<file path="config.mk">
export PLATFORM = sky130hd
export DESIGN_NAME = csel_top
export DESIGN_NICKNAME = d
export VERILOG_FILES = /design/src/include/csel_pkg.sv /design/src/logic/csel_top.sv /design/src/logic/csel_route.sv /design/src/logic/csel_freq_hold.sv
export SDC_FILE = /design/constraint.sdc
export NUM_CORES = 1
export LEC_CHECK = 0
export ABC_AREA = 1
export BUFFER_PORTS_ARGS = -buffer_cell sky130_fd_sc_hd__buf_2
export CAP_MARGIN = 25
export CORE_MARGIN = 5
export CORE_UTILIZATION = 45
export DETAILED_ROUTE_END_ITERATION = 8
export HOLD_SLACK_MARGIN = 0.12
export PLACE_DENSITY = 0.89
export SYNTH_ARGS = -nofsm -noshare
export SYNTH_HDL_FRONTEND = slang
export SYNTH_SLANG_ARGS = --single-unit
</file>
<file path="constraint.sdc">
create_clock -name ref_clk_i -period 3.4 [get_ports ref_clk_i]
set_input_delay 0.17 -clock ref_clk_i [delete_from_list [all_inputs] [get_ports ref_clk_i]]
set_output_delay 0.17 -clock ref_clk_i [all_outputs]
set_load 0.005 [all_outputs]
</file>
<file path="src/include/csel_pkg.sv">
// Package of the command source selector: register map, field layout,
// link command bit positions and the source codes.
// Assumes a 32-bit APB slave with byte addresses in the low eight bits.
package csel_pkg;

  localparam int ADDR_W = 8;

  localparam logic [ADDR_W-1:0] OFF_CTRL   = 8'h00;
  localparam logic [ADDR_W-1:0] OFF_STATUS = 8'h04;
  localparam logic [ADDR_W-1:0] OFF_FREQ   = 8'h08;

  localparam int CTRL_LINK_BIT  = 0;
  localparam int CTRL_RUN_BIT   = 1;
  localparam int CTRL_SPEED_BIT = 2;
  localparam int CTRL_COMP_LSB  = 4;
  localparam int COMP_W         = 4;

  localparam logic [31:0]       CTRL_RESET  = 32'h0000_0000;
  localparam logic [COMP_W-1:0] COMP_AUX_ON = 4'h1;

  localparam int CMD_W            = 16;
  localparam int CMD_CUR_SEL_BIT  = 0;
  localparam int CMD_FWD_BIT      = 1;
  localparam int CMD_REV_BIT      = 2;
  localparam int CMD_SECOND_BIT   = 3;
  localparam int CMD_MS_LSB       = 4;
  localparam int MS_W             = 3;
  localparam int CMD_OUT_STOP_BIT = 7;
  localparam int CMD_FAULT_RST_BIT = 8;

  typedef enum logic [3:0] {
    CSEL_SRC_NONE   = 4'h1,
    CSEL_SRC_EXT    = 4'h2,
    CSEL_SRC_LINK   = 4'h4,
    CSEL_SRC_EITHER = 4'h8
  } csel_src_e;

  // External mode forces the terminals; link mode picks by selector value.
  function automatic csel_src_e csel_pick(input logic      link_mode,
                                          input logic      sel,
                                          input csel_src_e when0,
                                          input csel_src_e when1);
    if (!link_mode) begin
      return CSEL_SRC_EXT;
    end
    return sel ? when1 : when0;
  endfunction

endpackage

</file>
<file path="src/logic/csel_top.sv">
// Command source selector of the motor drive with its APB register file.
// Assumes terminal and link inputs are synchronous to ref_clk_i.
module csel_top
  import csel_pkg::*;
#(
  parameter int FREQ_W = 16
) (
  input  wire logic              ref_clk_i,
  input  wire logic              rst_i,
  input  wire logic              psel,
  input  wire logic              penable,
  input  wire logic              pwrite,
  input  wire logic [31:0]       paddr,
  input  wire logic [31:0]       pwdata,
  output logic      [31:0]       prdata,
  output logic                   pready,
  output logic                   pslverr,
  input  wire logic              term_forward_start_i,
  input  wire logic              term_reverse_start_i,
  input  wire logic              term_stop_i,
  input  wire logic              term_jog_i,
  input  wire logic              term_second_function_select_i,
  input  wire logic [MS_W-1:0]   term_multi_speed_selects_i,
  input  wire logic              term_current_input_select_i,
  input  wire logic              term_fault_reset_input_i,
  input  wire logic              term_output_stop_input_i,
  input  wire logic              term_thermal_relay_input_i,
  input  wire logic              term_extra_function_i,
  input  wire logic [FREQ_W-1:0] term_freq2_i,
  input  wire logic [FREQ_W-1:0] term_freq4_i,
  input  wire logic [FREQ_W-1:0] term_freq1_i,
  input  wire logic [CMD_W-1:0]  link_cmd_i,
  input  wire logic [FREQ_W-1:0] link_freq_i,
  input  wire logic              link_freq_wr_i,
  input  wire logic              link_sel_wr_i,
  input  wire logic              link_run_sel_i,
  input  wire logic              link_speed_sel_i,
  input  wire logic              link_drive_reset_i,
  output logic                   forward_start_o,
  output logic                   reverse_start_o,
  output logic                   stop_o,
  output logic                   jog_o,
  output logic                   second_function_select_o,
  output logic      [MS_W-1:0]   multi_speed_selects_o,
  output logic                   current_input_select_o,
  output logic                   fault_reset_input_o,
  output logic                   output_stop_input_o,
  output logic                   thermal_relay_input_o,
  output logic                   extra_function_o,
  output logic      [FREQ_W-1:0] freq2_o,
  output logic      [FREQ_W-1:0] freq4_o,
  output logic      [FREQ_W-1:0] freq1_o,
  output logic                   drive_reset_o
);

  if (FREQ_W < 1 || FREQ_W > 16) begin : g_width_check
    $error("FREQ_W must lie between 1 and 16.");
  end

  logic              link_mode;
  logic              run_command_source_selector;
  logic              speed_command_source_selector;
  logic [COMP_W-1:0] multi_speed_compensation_setting;
  logic [FREQ_W-1:0] link_freq_hold;

  // APB decode.
  wire                setup_phase = psel & ~penable;
  wire                write_now   = psel & penable & pready & pwrite;
  wire [ADDR_W-1:0]   reg_addr    = paddr[ADDR_W-1:0];
  wire                addr_hi_ok  = (paddr[31:ADDR_W] == '0);
  wire                hit_ctrl    = addr_hi_ok & (reg_addr == OFF_CTRL);
  wire                hit_status  = addr_hi_ok & (reg_addr == OFF_STATUS);
  wire                hit_freq    = addr_hi_ok & (reg_addr == OFF_FREQ);
  wire                addr_ok     = hit_ctrl | hit_status | hit_freq;
  wire                ctrl_wr     = write_now & hit_ctrl;

  // Source selection for each function group.
  wire                run_from_link   = link_mode & ~run_command_source_selector;
  wire                speed_from_link = link_mode & ~speed_command_source_selector;
  wire                aux_on          = (multi_speed_compensation_setting == COMP_AUX_ON);
  wire csel_src_e     aux_src         = aux_on ? CSEL_SRC_EXT : CSEL_SRC_NONE;

  wire csel_src_e src_run    = csel_pick(link_mode, run_command_source_selector,
                                         CSEL_SRC_LINK, CSEL_SRC_EXT);
  wire csel_src_e src_stopjog = csel_pick(link_mode, run_command_source_selector,
                                          CSEL_SRC_NONE, CSEL_SRC_EXT);
  wire csel_src_e src_speed  = csel_pick(link_mode, speed_command_source_selector,
                                         CSEL_SRC_LINK, CSEL_SRC_EXT);
  wire csel_src_e src_freq4  = csel_pick(link_mode, speed_command_source_selector,
                                         CSEL_SRC_NONE, CSEL_SRC_EXT);
  wire csel_src_e src_freq1  = csel_pick(link_mode, speed_command_source_selector,
                                         aux_src, CSEL_SRC_EXT);
  wire csel_src_e src_cursel = csel_pick(link_mode, speed_command_source_selector,
                                         CSEL_SRC_NONE, CSEL_SRC_EITHER);
  wire csel_src_e src_fault  = csel_pick(link_mode, 1'b0,
                                         CSEL_SRC_EITHER, CSEL_SRC_EITHER);
  wire csel_src_e src_ostop  = csel_pick(link_mode, run_command_source_selector,
                                         CSEL_SRC_EITHER, CSEL_SRC_EXT);
  wire csel_src_e src_term   = CSEL_SRC_EXT;

  // Link side of each function.
  wire                link_cur_sel = link_cmd_i[CMD_CUR_SEL_BIT];
  wire                link_fault   = link_cmd_i[CMD_FAULT_RST_BIT];
  wire                link_ostop   = link_cmd_i[CMD_OUT_STOP_BIT];
  wire [MS_W-1:0]     link_ms      = link_cmd_i[CMD_MS_LSB +: MS_W];
  wire [FREQ_W-1:0]   zero_freq    = '0;

  // Read data and status.
  wire [31:0] ctrl_word = {24'h00_0000, multi_speed_compensation_setting, 1'b0,
                           speed_command_source_selector, run_command_source_selector,
                           link_mode};
  wire [31:0] status_word = {16'h0000, drive_reset_o, extra_function_o,
                             thermal_relay_input_o, output_stop_input_o,
                             fault_reset_input_o, current_input_select_o,
                             multi_speed_selects_o, second_function_select_o, jog_o,
                             stop_o, reverse_start_o, forward_start_o,
                             run_from_link, speed_from_link};
  wire [31:0] freq_word  = {{(32 - FREQ_W){1'b0}}, link_freq_hold};
  wire [31:0] read_mux   = hit_ctrl   ? ctrl_word   :
                           hit_status ? status_word :
                           hit_freq   ? freq_word   : 32'h0000_0000;

  // A write from the parameter unit takes effect at the APB access edge. A
  // link write in the same cycle wins, being the newer command at the drive.
  wire next_run_sel   = link_sel_wr_i ? link_run_sel_i :
                        ctrl_wr ? pwdata[CTRL_RUN_BIT] : run_command_source_selector;
  wire next_speed_sel = link_sel_wr_i ? link_speed_sel_i :
                        ctrl_wr ? pwdata[CTRL_SPEED_BIT] : speed_command_source_selector;

  always_ff @(posedge ref_clk_i) begin
    if (rst_i) begin
      link_mode                        <= CTRL_RESET[CTRL_LINK_BIT];
      run_command_source_selector      <= CTRL_RESET[CTRL_RUN_BIT];
      speed_command_source_selector    <= CTRL_RESET[CTRL_SPEED_BIT];
      multi_speed_compensation_setting <= CTRL_RESET[CTRL_COMP_LSB +: COMP_W];
    end else begin
      run_command_source_selector   <= next_run_sel;
      speed_command_source_selector <= next_speed_sel;
      if (ctrl_wr) begin
        link_mode                        <= pwdata[CTRL_LINK_BIT];
        multi_speed_compensation_setting <= pwdata[CTRL_COMP_LSB +: COMP_W];
      end
    end
  end

  // One wait-free access cycle: pready rises in the access phase.
  always_ff @(posedge ref_clk_i) begin
    if (rst_i) begin
      pready  <= 1'b0;
      pslverr <= 1'b0;
      prdata  <= 32'h0000_0000;
    end else begin
      pready  <= setup_phase;
      pslverr <= setup_phase & ~addr_ok;
      prdata  <= setup_phase ? read_mux : 32'h0000_0000;
    end
  end

  always_ff @(posedge ref_clk_i) begin
    if (rst_i) begin
      drive_reset_o <= 1'b0;
    end else begin
      drive_reset_o <= link_drive_reset_i;
    end
  end

  csel_freq_hold #(.W(FREQ_W)) u_freq_hold (
    .ref_clk_i (ref_clk_i),
    .rst_i     (rst_i),
    .wr_i      (link_freq_wr_i),
    .en_i      (speed_from_link),
    .data_i    (link_freq_i),
    .hold_o    (link_freq_hold)
  );

  csel_route #(.W(1)) u_fwd (
    .ref_clk_i (ref_clk_i), .rst_i (rst_i), .src_i (src_run),
    .term_i (term_forward_start_i), .link_i (link_cmd_i[CMD_FWD_BIT]),
    .out_o (forward_start_o)
  );
  csel_route #(.W(1)) u_rev (
    .ref_clk_i (ref_clk_i), .rst_i (rst_i), .src_i (src_run),
    .term_i (term_reverse_start_i), .link_i (link_cmd_i[CMD_REV_BIT]),
    .out_o (reverse_start_o)
  );
  csel_route #(.W(1)) u_second (
    .ref_clk_i (ref_clk_i), .rst_i (rst_i), .src_i (src_run),
    .term_i (term_second_function_select_i), .link_i (link_cmd_i[CMD_SECOND_BIT]),
    .out_o (second_function_select_o)
  );
  // Stop and jog have no link bit; the link side is held low.
  csel_route #(.W(2)) u_stopjog (
    .ref_clk_i (ref_clk_i), .rst_i (rst_i), .src_i (src_stopjog),
    .term_i ({term_jog_i, term_stop_i}), .link_i (2'b00),
    .out_o ({jog_o, stop_o})
  );
  csel_route #(.W(MS_W)) u_ms (
    .ref_clk_i (ref_clk_i), .rst_i (rst_i), .src_i (src_speed),
    .term_i (term_multi_speed_selects_i), .link_i (link_ms),
    .out_o (multi_speed_selects_o)
  );
  csel_route #(.W(FREQ_W)) u_freq2 (
    .ref_clk_i (ref_clk_i), .rst_i (rst_i), .src_i (src_speed),
    .term_i (term_freq2_i), .link_i (link_freq_hold),
    .out_o (freq2_o)
  );
  csel_route #(.W(FREQ_W)) u_freq4 (
    .ref_clk_i (ref_clk_i), .rst_i (rst_i), .src_i (src_freq4),
    .term_i (term_freq4_i), .link_i (zero_freq),
    .out_o (freq4_o)
  );
  csel_route #(.W(FREQ_W)) u_freq1 (
    .ref_clk_i (ref_clk_i), .rst_i (rst_i), .src_i (src_freq1),
    .term_i (term_freq1_i), .link_i (zero_freq),
    .out_o (freq1_o)
  );
  csel_route #(.W(1)) u_cursel (
    .ref_clk_i (ref_clk_i), .rst_i (rst_i), .src_i (src_cursel),
    .term_i (term_current_input_select_i), .link_i (link_cur_sel),
    .out_o (current_input_select_o)
  );
  csel_route #(.W(1)) u_fault (
    .ref_clk_i (ref_clk_i), .rst_i (rst_i), .src_i (src_fault),
    .term_i (term_fault_reset_input_i), .link_i (link_fault),
    .out_o (fault_reset_input_o)
  );
  csel_route #(.W(1)) u_ostop (
    .ref_clk_i (ref_clk_i), .rst_i (rst_i), .src_i (src_ostop),
    .term_i (term_output_stop_input_i), .link_i (link_ostop),
    .out_o (output_stop_input_o)
  );
  // Safety inputs never come from the link, in any mode.
  csel_route #(.W(2)) u_safety (
    .ref_clk_i (ref_clk_i), .rst_i (rst_i), .src_i (src_term),
    .term_i ({term_extra_function_i, term_thermal_relay_input_i}), .link_i (2'b00),
    .out_o ({extra_function_o, thermal_relay_input_o})
  );

endmodule

</file>
<file path="src/logic/csel_route.sv">
// One routed control function: picks terminal, link, both or neither.
// Assumes the source code is stable for the cycle it is sampled in.
module csel_route
  import csel_pkg::*;
#(
  parameter int W = 1
) (
  input  wire logic         ref_clk_i,
  input  wire logic         rst_i,
  input  wire csel_src_e    src_i,
  input  wire logic [W-1:0] term_i,
  input  wire logic [W-1:0] link_i,
  output logic      [W-1:0] out_o
);

  if (W < 1) begin : g_width_check
    $error("W must be at least 1.");
  end

  logic [W-1:0] next_out;

  // The output is registered, so a function whose source did not change
  // sees no glitch when another selector moves.
  always_comb begin
    case (src_i)
      CSEL_SRC_EXT:    next_out = term_i;
      CSEL_SRC_LINK:   next_out = link_i;
      CSEL_SRC_EITHER: next_out = term_i | link_i;
      CSEL_SRC_NONE:   next_out = '0;
      default:         next_out = '0;
    endcase
  end

  always_ff @(posedge ref_clk_i) begin
    if (rst_i) begin
      out_o <= '0;
    end else begin
      out_o <= next_out;
    end
  end

endmodule

</file>
<file path="src/logic/csel_freq_hold.sv">
// Holds the running frequency last written over the controller link while en_i was high.
// Assumes the write strobe is a one-cycle pulse.
module csel_freq_hold
  import csel_pkg::*;
#(
  parameter int W = 16
) (
  input  wire logic         ref_clk_i,
  input  wire logic         rst_i,
  input  wire logic         wr_i,
  input  wire logic         en_i,
  input  wire logic [W-1:0] data_i,
  output logic      [W-1:0] hold_o
);

  if (W < 1) begin : g_width_check
    $error("W must be at least 1.");
  end

  wire take_write = wr_i & en_i;

  // A write while the speed source is elsewhere is dropped, not deferred.
  always_ff @(posedge ref_clk_i) begin
    if (rst_i) begin
      hold_o <= '0;
    end else if (take_write) begin
      hold_o <= data_i;
    end
  end

endmodule

</file>
# After elaboration in Yosys (flattened, before gate mapping)
# Cells that the tools add are included.
# op_classes
eq_ne	24
muxes	31
bitwise_logic	30
reduce_logical	12
# op_table
op	n
$pmux W16 S3	1
$mux W16	2
$logic_not A24 Y1	1
$mux W4	5
$pmux W1 S3	6
$or A16 B16 Y16	1
$mux W2	7
$reduce_or A2 Y1	7
$and A1 B1 Y1	12
$eq A2 B4 Y1 const B	3
$eq A4 B2 Y1 const B	3
$eq A4 B3 Y1 const B	3
$eq A4 B4 Y1 const B	3
$mux W3	4
$pmux W3 S3	1
$eq A3 B4 Y1 const B	2
$eq A8 B3 Y1 const B	1
$eq A8 B4 Y1 const B	1
$logic_not A8 Y1	1
$mux W8	1
$not A1 Y1	8
$or A1 B1 Y1	8
$eq A2 B2 Y1 const B	3
$eq A3 B2 Y1 const B	2
other kinds (7)	11
# totals
register_bits	119
in_bits	167
elab_cells	120

# Logic depth before layout (Yosys ltp)
# Gate-level depths: netlist of run 1.
# depth
ltp_word	8
mapped_depth	11
ltp_nobuf	10

# Modules after synthesis
# A second synthesis of run 1 with hierarchy kept.
# hier_totals
hier_cells	1032
area_unflattened_um2	6328.6
# by_module_without_submodules
mod	n_inst	cells_each	area_each_um2	seq_area_each_um2
csel_route at u_freq1 ...	3	177	1053.5	320.3
csel_top	1	224	1579.0	520.5
csel_freq_hold	1	102	665.6	320.3
csel_route at u_cursel ...	6	13	66.3	20.0
csel_route at u_safety ...	2	29	153.9	40.0
csel_route at u_ms	1	39	217.7	60.1

# Worst setup path after synthesis of run 1
# No wires, ideal clock.
# synth_path
path_type	register -> register
startpoint	register link_mode
endpoint	register u_freq1.out_o[0]
t_arrival_ns	1.159
required_ns	3.288
path_slack_ns	2.129
path_stages_with_launch	10
n_path_buf	2
synth_period_minus_slack_ns	1.271
cell_sequence	dfxtp_1 -> inv_1 -> nor2_1 -> buf_4 -> inv_2 -> nand2_4 -> o31ai_1 -> inv_2 -> buf_4 -> nor2_1
# synth_via
elab_chain_len	5
word_cells_on_any_way	6
classes_between	eq/ne (2); mux (1); bitwise (1); reduce/logical (2)
# synth_rtl
element	line_no	source
start, declared	csel_top.sv:60	logic link_mode;
start signal, assigned	csel_top.sv:132	link_mode <= CTRL_RESET[CTRL_LINK_BIT];
start signal, assigned	csel_top.sv:140	link_mode <= pwdata[CTRL_LINK_BIT];
$mux W2 *	csel_pkg.sv:46	return sel ? when1 : when0;
$eq A2 B4 Y1 or $eq A2 B2 Y1 (tied branches)	csel_route.sv:25	case (src_i)
$reduce_or A2 Y1 (no source line) *	-	
$not A1 Y1 (no source line) *	-	
$reduce_or A2 Y1 (no source line) *	-	
end signal, assigned	csel_route.sv:38	out_o <= next_out;
end, declared	csel_route.sv:13	output logic [W-1:0] out_o
# Every way passes the cells marked *; elsewhere a longest branch is shown, timed or not.
# A chain may end at the register's enable or synchronous reset.

# Worst setup path after layout of run 1
# layout_path
startpoint	register link_mode
endpoint	register u_ms.out_o[0]
# layout_via
elab_chain_len	3
word_cells_on_any_way	5
classes_between	eq/ne (3); mux (2)
# layout_rtl
element	line_no
$mux W3 *	csel_pkg.sv:46
$eq A3 B4 Y1, or another cell as far along	csel_route.sv:25
$pmux W3 S3 *	csel_route.sv:25
end signal, assigned	csel_route.sv:38
end, declared	csel_route.sv:13
# Marked as above.

==> flow_summary.json, run 1 <==
{
  "fillCellCount": 574,
  "cts_tree": "built",
  "routed_wl_um": 14800,
  "syn_area_um2": 3880,
  "final_core_util_pct": 73.1,
  "grt_pass1_vias": 4473,
  "htree_num_levels": 3,
  "core_area_um2": 8300,
  "required_ps": 3710,
  "critPathLaunch": "link_mode$_SDFFE_PP0P_",
  "synth_top_family_by_area": "simple AND/OR/NAND/NOR gates",
  "synthCells": 493,
  "synth.avg_cell_area_um2": 7.88,
  "crit_arrival_ps": 2550,
  "worstMarginPinSlew_ps": 744,
  "skew_ps": 27.8,
  "viasPerCell": 4.92,
  "areaGrowthSynthToFinish_pct": 56.2,
  "fin_nets": 960,
  "max_slew_margin_pct": 50.4,
  "outcome": "complete, no violations",
  "rsz0062_at_grt": "no",
  "endpoint_kind": "flop",
  "grt_start_max_net_pins": 27,
  "finalCritPeriodShare_pct": 65.8,
  "fin_area_um2": 6070,
  "num_vias": 4452,
  "start_util_pct": 46.8,
  "ys_types": 29,
  "die-area_um2": 10600,
  "layout-drive-gt1-share_pct": 32.1,
  "synth_fa_ha_area_share_pct": 0,
  "synth_compound_area_share_pct": 8.67,
  "clkSinkCount": 103,
  "multi_input_area_um2": 1400,
  "start_kind": "flop",
  "hp-class": "input pin to flop",
  "ys_seq_area_share_pct": 53.1,
  "vdd_ir_drop_max_mv": 0.191,
  "drc_errors": 0,
  "muxShareOfSynthArea_pct": 0,
  "first_iter_violations": 333,
  "ant_nets": 0,
  "leakage_nw": 3.17,
  "clock_path_buffers": 2,
  "cp_max_fo": 26,
  "dp_hpwl_um": 9190,
  "fin_crit_ps": 2240,
  "crit_type": "flop to flop",
  "rows": 33,
  "holdCritStartpoint": "pwdata[1]",
  "grt_pass1_wl_um": 21800,
  "synthXorXnorAreaFrac_pct": 0,
  "ys_warn_count": 0,
  "first_pass_iters": 5,
  "ys_ff_latch": 103,
  "antenna_found_initial": 1,
  "p_per_area_nw_per_um2": 393,
  "regArea_um2": 2060,
  "cts_root_buffer": "clkbuf_8",
  "fin_total_pwr_mw": 2.38,
  "tns_ps": 0,
  "die_w_um": 103,
  "fmax_mhz": 447,
  "port_buffers": 214,
  "cts_resized": 0,
  "drt-wirelength-per-cell_um": 16.4,
  "insertion_delay_ps": 370,
  "clk_pin_slew_ps": 110,
  "post_dp_cell_area_um2": 4910,
  "final_max_slew_viol_count": 0,
  "finalHoldViolCount": 0,
  "track_usage_pct": 26.7,
  "drv_cap": 0,
  "pin_count": 263,
  "synth-simple-area-share_pct": 25.8,
  "finalSetupViolCount": 0,
  "place_congestion": 0.796,
  "rr_startpoint": "link_mode$_SDFFE_PP0P_",
  "overflow": 0,
  "die_h_um": 103,
  "numCtsBuffers": 9
}
==> registers in the layout, indices dropped and copies added (netlist names) <==
register / count
speed_command_source_selector: 1
u_fwd.out_o: 1
u_freq_hold.hold_o: 16
u_cursel.out_o: 1
u_second.out_o: 1
pslverr: 1
u_safety.out_o: 2
u_freq2.out_o: 16
run_command_source_selector: 1
link_mode: 1
u_ostop.out_o: 1
u_rev.out_o: 1
multi_speed_compensation_setting: 4
u_stopjog.out_o: 2
drive_reset_o: 1
u_ms.out_o: 3
u_fault.out_o: 1
prdata: 16
u_freq1.out_o: 16
pready: 1
u_freq4.out_o: 16
==> synthesized netlist by cell type <==
cell type	count	area share (%)
and2_4	1	0.23
inv_1	53	5.1
a21oi_1	21	2.7
nand3_2	1	0.26
nand4_2	1	0.32
nor2_4	1	0.29
buf_8	1	0.39
conb_1	1	0.097
buf_2	5	0.64
dfxtp_1	103	53
buf_4	20	3.9
o21ai_0	29	3.7
and2_1	1	0.16
clkbuf_1	8	0.77
nor3b_1	2	0.39
nand3_1	34	4.4
o31ai_1	1	0.19
clkbuf_8	1	0.35
nor3_4	1	0.42
nand2_4	2	0.58
nor2_1	115	11
nand2_1	70	6.8
nand4_1	2	0.32
inv_2	3	0.29
nor3_1	2	0.26
nor2_2	1	0.16
a21oi_2	9	2.0
nand2_2	1	0.16
buf_6	3	0.87
==> critical path: stages, from the launching register on <==
cell	delay [ps]
dfxtp_1	460
inv_1	130
nor2_2	450
buf_4	380
o21ai_0	120
nor2_1	90
dlygate4sd3_1	570
==> kinds of logic after synthesis <==
kind of cell | after synthesis
AOI/OAI and AO/OA | 60
buffers and inverters | 94
DFF | 103
other | 1
and+or+nand+nor | 235
==> layer usage <==
layer  vias to the layer above  routed length [µm]  GRT usage [%]
li1                       2090                   -              -
met2                       286                7380           47.9
met3                        61                1410           5.82
met1                      2015                5250           28.6
met5                         -                   0              0
met4                         0                 760           15.8
==> final cells by class <==
type,count,share of cell area [%]
Sequential cell,103,34.0
Multi-Input combinational cell,311,23.1
Tap cell,105,2.17
Antenna cell,2,0.0825
Clock buffer,9,2.04
Timing Repair Buffer,312,33.7
Clock inverter,7,1.49
Inverter,56,3.47
==> power breakdown <==
| group | switching, mW | internal, mW |
|---|---|---|
| logic | 0.130 | 0.174 |
| clock network | 0.456 | 0.359 |
| registers | 0.0167 | 1.25 |
==> metrics by stage <==
step / setup WS (ps) / hold slack, ps / cells
after floorplan: 2130 / 266 / 508
after global placement: 1290 / 375 / 793
after detailed placement: 1250 / 382 / 793
after CTS: 1210 / 127 / 903
after global routing: 1000 / 142 / 904
final: 1160 / 147 / 905
==> cells in the final DEF (no fill, tap or decap), drive strengths merged <==
cell and count:
buf 218, nor2 117, dfxtp 103, dlygate4sd3 94, nand2 73, inv 59, nand3 35, a21oi 30
o21ai 29, conb 16, clkbuf 9, nand4 3, nor3 3, diode 2, nor3b 2, and2 2
clkinv 2, o31ai 1, bufinv 1, clkinvlp 1
==> timing repair <==
action                                 4_1_cts  5_1_grt
hold buffers                                94        0
setup buffers                                0        0
endpoints found under the hold margin       84        0
==> worst paths after layout <==
path,to,slack (ps),cells past startpoint
worst max-delay path,u_ms.out_o[0]$_SDFF_PP0_,1160,6
worst min-delay path,run_command_source_selector$_SDFFE_PP0P_,150,5
worst max register to register,u_ms.out_o[0]$_SDFF_PP0_,1160,6
worst min register to register,prdata[10]$_SDFF_PP0_,480,2
Note: power is estimated with default switching activity, not from simulation.
==> run 2: changes to the inputs <==
--- a/config.mk
+++ b/config.mk
@@ -9,10 +9,10 @@
 export BUFFER_PORTS_ARGS = -buffer_cell sky130_fd_sc_hd__buf_2
 export CAP_MARGIN = 25
 export CORE_MARGIN = 5
-export CORE_UTILIZATION = 45
+export CORE_UTILIZATION = 41
 export DETAILED_ROUTE_END_ITERATION = 8
 export HOLD_SLACK_MARGIN = 0.12
-export PLACE_DENSITY = 0.89
+export PLACE_DENSITY = 0.82
 export SYNTH_ARGS = -nofsm -noshare
 export SYNTH_HDL_FRONTEND = slang
 export SYNTH_SLANG_ARGS = --single-unit
==> constraint.sdc (replaced) <==
create_clock -name ref_clk_i -period 2.35 [get_ports ref_clk_i]
set_input_delay 0.1175 -clock ref_clk_i [delete_from_list [all_inputs] [get_ports ref_clk_i]]
set_output_delay 0.1175 -clock ref_clk_i [all_outputs]
set_load 0.005 [all_outputs]
==> run 2 against run 1 <==
Effect of this change:
- hold slack better by 54 ps
- critical path depth unchanged
- non-clock buffer count rose by 8
- first-iteration DRC count decreased by 6.0%
- setup slack worse by 900 ps
- die area is 8.8% higher
- core utilization decreased by 6.1 points
- wire length fell by 5.1%
- clock-buffer cell count unchanged
- clock power is 57% higher
- clock skew is 12 ps lower
- sequential power grew 45%
- largest cell class is now non-clock buffers
==> flow_summary.json, run 2 (synthesis results as in run 1) <==
{
  "clock_path_buffers": 2,
  "fin_crit_ps": 2090,
  "switching_power_mw": 0.863,
  "worstRegToRegCells": 6,
  "outcome": "complete, no violations",
  "required_ps": 2590,
  "finalCritPeriodShare_pct": 88.9,
  "vdd_ir_drop_max_mv": 0.412,
  "die_w_um": 107,
  "routed_wl_um": 14000,
  "start_kind": "flop",
  "critPathLaunch": "link_mode$_SDFFE_PP0P_",
  "internal_power_mw": 2.69,
  "start_util_pct": 42.0,
  "fin_area_um2": 6190,
  "dp_hpwl_um": 8750,
  "layout_setup_ws_ps": 261,
  "final_core_util_pct": 67.0,
  "holdWs_ps": 201,
  "final_max_slew_viol_count": 0,
  "areaGrowthSynthToFinish_pct": 59.5,
  "num_vias": 4336,
  "die-area_um2": 11500,
  "dp_slack_ps": 574,
  "mostFrequentLayoutCell": "buf_2",
  "drt-wirelength-per-cell_um": 15.0,
  "pin_count": 263,
  "wl_met1_um": 5430,
  "combPwrFrac_pct": 12.4,
  "rsz0062_at_grt": "no",
  "overflow": 0,
  "insertion_delay_ps": 360,
  "antenna_found_initial": 0,
  "crit_slowest_cell": "dlygate4sd3_1",
  "skew_ps": 16.2,
  "clkPwrFrac_pct": 36.2,
  "crit_arrival_ps": 2330,
  "cts_root_buffer": "clkbuf_8",
  "finalSetupViolCount": 0,
  "hold_path_depth": 3,
  "grt_start_max_net_pins": 37,
  "fin_total_pwr_mw": 3.55,
  "clkSinkCount": 103,
  "crit_type": "flop to flop",
  "highest_layer": "met4",
  "cp_max_fo": 8,
  "post_dp_cell_area_um2": 4940,
  "cts_resized": 0,
  "rows": 35,
  "place_congestion": 0.844,
  "first_iter_violations": 313,
  "max_stage_delay_ps": 550,
  "stdcell_count": 935,
  "port_buffers": 214,
  "met2WireLength_um": 6820,
  "finalHoldViolCount": 0,
  "fin_nets": 968,
  "wl_met3_um": 1150,
  "track_usage_pct": 23.5,
  "core_area_um2": 9240,
  "layout-drive-gt1-share_pct": 31.9,
  "cts_tree": "built",
  "min_to": "u_freq_hold.hold_o[9]$_SDFFE_PP0P_",
  "max_slew_margin_pct": 59.1,
  "tns_ps": 0,
  "drc_errors": 0,
  "regToRegEndpoint": "u_rev.out_o$_SDFF_PP0_",
  "reg2reg_slack_ps": 260,
  "worstMarginPinSlew_ps": 612,
  "holdCritStartpoint": "link_freq_wr_i",
  "p_sw_share_pct": 24.3,
  "grt_pass1_wl_um": 21500,
  "numCtsBuffers": 9,
  "grt_pass1_vias": 4490,
  "hp-class": "input pin to flop",
  "endpoint_kind": "flop",
  "leakage_nw": 3.22,
  "htree_num_levels": 3,
  "p_per_area_nw_per_um2": 573,
  "ant_nets": 0,
  "rr_startpoint": "link_mode$_SDFFE_PP0P_",
  "cp_common_cell": "nor2_1",
  "die_h_um": 107,
  "first_pass_iters": 5,
  "diodes": 0,
  "clk_pin_slew_ps": 110,
  "power_frac_seq_pct": 51.4,
  "layout_common_cells": "buf_2 (214), nor2_1 (114), dfxtp_1 (103), dlygate4sd3_1 (101), nand2_1 (70)",
  "crit_chain": "inv_1 -> nor2_1 -> inv_1 -> nor2_1 -> nor2_1 -> dlygate4sd3_1",
  "dp_cells": 818,
  "viasPerCell": 4.64,
  "drv_cap": 0,
  "fmax_mhz": 479
}
==> run 2: changes by cell type in the layout (fill, tap and decap cells not counted), sizes merged <==
cell	change
clkinv	-1
dlygate4sd3	+7
bufinv	+1
diode	-2
buf	+1
==> run 2: critical path: cells and delay by family, from the launching register on <==
family	cells	cell delay, ps
buffers and inverters	3	850
and+or+nand+nor	3	670
DFF	1	470
==> run 2: repair_timing <==
item                                   CTS  global route
hold buffers                           101             0
endpoints found under the hold margin   86             0
buffers inserted                         0             0
==> run 2: final cells by class <==
| cell class | count | area (µm²) |
|---|---|---|
| fill | 732 | 3050 |
| timing repair buffer | 320 | 2120 |
| sequential | 103 | 2060 |
| multi-input combinational | 311 | 1400 |
| inverter | 56 | 210 |
| tap | 129 | 161 |
| clock buffer | 9 | 124 |
| clock inverter | 7 | 113 |
==> run 2: worst max path at each step <==
stage	slack [ps]	cells past startpoint	to
6_report	260	6	u_rev.out_o$_SDFF_PP0_
5_1_grt	200	6	u_rev.out_o$_SDFF_PP0_
4_1_cts	290	6	u_fwd.out_o$_SDFF_PP0_
3_5_place_dp	570	7	u_freq1.out_o[7]$_SDFF_PP0_
3_3_place_gp	640	7	u_freq1.out_o[6]$_SDFF_PP0_
2_1_floorplan	1080	9	u_freq1.out_o[0]$_SDFF_PP0_
==> run 2: routing by layer <==
metal | up-vias | GRT usage (%)
li1 | 2107 | -
met1 | 1933 | 25.7
met2 | 241 | 42.0
met3 | 55 | 6.18
met4 | 0 | 11.5
met5 | - | 0
==> run 2: power by group through the flow <==
stage / logic [mW] / registers [mW] / clock network (mW)
floorplan: 0.119 / 1.87 / 0
global placement: 0.287 / 1.86 / 0
detailed placement: 0.294 / 1.86 / 0
CTS: 0.427 / 1.82 / 1.30
global route: 0.481 / 1.83 / 1.38
finish: 0.440 / 1.83 / 1.28
==> run 3: changes to the inputs <==
--- a/config.mk
+++ b/config.mk
@@ -5,14 +5,14 @@
 export SDC_FILE = /design/constraint.sdc
 export NUM_CORES = 1
 export LEC_CHECK = 0
-export ABC_AREA = 1
+export ABC_AREA = 0
 export BUFFER_PORTS_ARGS = -buffer_cell sky130_fd_sc_hd__buf_2
 export CAP_MARGIN = 25
 export CORE_MARGIN = 5
 export CORE_UTILIZATION = 41
 export DETAILED_ROUTE_END_ITERATION = 8
 export HOLD_SLACK_MARGIN = 0.12
-export PLACE_DENSITY = 0.82
+export PLACE_DENSITY = 0.83
 export SYNTH_ARGS = -nofsm -noshare
 export SYNTH_HDL_FRONTEND = slang
 export SYNTH_SLANG_ARGS = --single-unit
==> run 3 against run 2 <==
Effect of this change:
- combinational power up 1%
- clock-buffer cell count unchanged
- core utilization down 0.53 points
- sequential power about the same
- non-clock buffer count down 2
- fmax up 12%
- first-iteration DRC count down 35%
- via count down 7.0%
- sequential share of layout area up 0.75 points
- design area down 2.2%
- register-to-register slack better by 230 ps
- critical path depth unchanged
==> flow_summary.json, run 3 <==
{
  "holdWs_ps": 197,
  "crit_chain": "dlygate4sd3_1 -> buf_2 -> and4_1 -> nand4_1 -> a311oi_1 -> dlygate4sd3_1",
  "fin_crit_ps": 1860,
  "antenna_found_initial": 0,
  "regArea_um2": 2060,
  "leakage_nw": 2.83,
  "p_per_area_nw_per_um2": 569,
  "endpoint_kind": "flop",
  "ys_async_sr_fraction_pct": 0,
  "start_kind": "input pin",
  "fillCellCount": 717,
  "num_vias": 4032,
  "pin_count": 263,
  "dp_hpwl_um": 8570,
  "rows": 35,
  "ys_ff_latch": 103,
  "synthXorXnorAreaFrac_pct": 0,
  "clk_pin_slew_ps": 90,
  "numCtsBuffers": 9,
  "rr_startpoint": "speed_command_source_selector$_SDFFE_PP0P_",
  "final_core_util_pct": 66.5,
  "core_area_um2": 9110,
  "crit_arrival_ps": 2150,
  "clock_path_buffers": 2,
  "die-area_um2": 11200,
  "die_h_um": 106,
  "layout_common_cells": "buf_2 (214), dfxtp_1 (103), dlygate4sd3_1 (99), nand2_1 (73), a21oi_1 (43)",
  "holdCritStartpoint": "paddr[2]",
  "place_congestion": 0.846,
  "cp.buffers_inverters": 3,
  "layout-drive-gt1-share_pct": 34.3,
  "tns_ps": 0,
  "drc_errors": 0,
  "cp_common_cell": "dlygate4sd3_1",
  "synth_top_cell_by_area": "dfxtp_1",
  "ys_seq_area_share_pct": 54.8,
  "cts_tree": "built",
  "port_buffers": 214,
  "worstMarginPinSlew_ps": 679,
  "grt_start_max_net_pins": 30,
  "routed_wl_um": 13500,
  "synth_top_family_by_area": "simple AND/OR/NAND/NOR gates",
  "first_pass_iters": 4,
  "drv_cap": 0,
  "stdcell_count": 821,
  "reg2reg_slack_ps": 490,
  "yosysTopAreaCellShare_pct": 54.8,
  "synthCells": 400,
  "ant_nets": 0,
  "finalSetupViolCount": 0,
  "hold_path_depth": 3,
  "finalCritPeriodShare_pct": 79.1,
  "fmax_mhz": 538,
  "finalHoldViolCount": 0,
  "post_dp_cell_area_um2": 4850,
  "outcome": "complete, no violations",
  "synth_fa_ha_area_share_pct": 0,
  "muxShareOfSynthArea_pct": 0.799,
  "drt-wirelength-per-cell_um": 16.5,
  "ys_types": 35,
  "synth_compound_area_share_pct": 12.8,
  "cp_top_family": "buffers and inverters",
  "hp-class": "input pin to flop",
  "multi_input_area_um2": 1520,
  "regToRegEndpoint": "u_ms.out_o[0]$_SDFF_PP0_",
  "synth_common_cells": "dfxtp_1 (103), nand2_1 (73), a21oi_1 (43)",
  "post_cts_buffers": 0,
  "required_ps": 2640,
  "syn_area_um2": 3760,
  "cp_max_fo": 7,
  "overflow": 0,
  "worstRegToRegCells": 5,
  "min_to": "pslverr$_SDFF_PP0_",
  "cts_resized": 0,
  "grt_pass1_vias": 4215,
  "crit_type": "input pin to flop",
  "vdd_ir_drop_max_mv": 0.323,
  "dp_cells": 706,
  "crit_slowest_cell": "dlygate4sd3_1",
  "insertion_delay_ps": 350,
  "rsz0062_at_grt": "no",
  "first_iter_violations": 202,
  "track_usage_pct": 23.3,
  "max_slew_margin_pct": 54.6,
  "skew_ps": 9.01,
  "synth.avg_cell_area_um2": 9.40,
  "cts_root_buffer": "clkbuf_8",
  "viasPerCell": 4.91,
  "final_max_slew_viol_count": 0,
  "synth-simple-area-share_pct": 25.1,
  "synth_most_common_cell": "dfxtp_1",
  "start_util_pct": 41.3,
  "fin_area_um2": 6050,
  "ys_warn_count": 0,
  "fin_nets": 872,
  "grt_pass1_wl_um": 20700,
  "synth_area_leaders": "dfxtp_1 (55%), nand2_1 (7.3%), a21oi_1 (5.7%)",
  "max_stage_delay_ps": 580,
  "critPathLaunch": "penable",
  "mostFrequentLayoutCell": "buf_2",
  "synth_edf_count": 0,
  "die_w_um": 106,
  "synth_flop_cell": "dfxtp_1",
  "areaGrowthSynthToFinish_pct": 61.0,
  "htree_num_levels": 3,
  "clkSinkCount": 103
}
[run 3: cell types whose count changed after synthesis, sizes merged, moves of 7 or more]
cell    delta
nor2      -97
inv       -49
nand3     -35
and2      +31
o21ai     -23
a21oi     +14
a22oi      +9
nand2b     +8
nand4      +8
nor4       +8
clkbuf     +7
nor2b      +7
[run 3: logic make-up after synthesis]
logic type / count (synthesis)
simple gates: 170
flops: 103
compound gates: 77
buf+inv: 46
mux: 3
other cells: 1
[run 3: power by group]
group	internal, mW	switching, mW
sequential	1.80	0.0217
clock	0.592	0.579
combinational	0.268	0.177
total	2.66	0.778
[run 3: repair_timing]
item / 4_1_cts / 5_1_grt
hold buffers: 99 / 0
setup endpoints to repair: 0 / 0
hold endpoints to repair: 87 / 0
[run 3: worst register-to-register path: stages (launching register included)]
cell	delay (ps)
dfxtp_1	350
and2b_1	380
buf_4	290
nand2_1	100
a21oi_1	140
dlygate4sd3_1	560
[run 3: worst max-delay path by stage]
stage	endpoint	slack, ps	cells after the start
floorplan	u_freq1.out_o[0]$_SDFF_PP0_	910	4
global placement	u_freq1.out_o[8]$_SDFF_PP0_	740	4
detailed placement	prdata[2]$_SDFF_PP0_	610	5
CTS	u_ms.out_o[2]$_SDFF_PP0_	520	5
global route	speed_command_source_selector$_SDFFE_PP0P_	380	6
finish	speed_command_source_selector$_SDFFE_PP0P_	490	6
[run 3: final cells by class]
cell class | instances | share of cell area [%]
clock buffers | 9 | 2.05
diodes | 2 | 0.0827
repair buffers | 318 | 34.7
inverters | 7 | 0.434
well taps | 111 | 2.29
multi-input cells | 266 | 25.0
clock inverters | 5 | 1.38
flip-flops and latches | 103 | 34.1
[run 3: metal layers]
metal / routed length (µm) / global-route usage [%] / vias to the layer above
met5: 0 / 0 / -
met4: 470 / 11.7 / 0
met3: 970 / 5.39 / 45
met2: 7310 / 44.6 / 201
met1: 4760 / 23.4 / 1862
li1: - / - / 1924
[run 3: per-stage QoR]
step,setup WS [ps],total power [mW]
2_1_floorplan,909,1.99
3_3_place_gp,736,2.16
3_5_place_dp,615,2.17
4_1_cts,525,3.46
5_1_grt,378,3.59
6_report,490,3.44
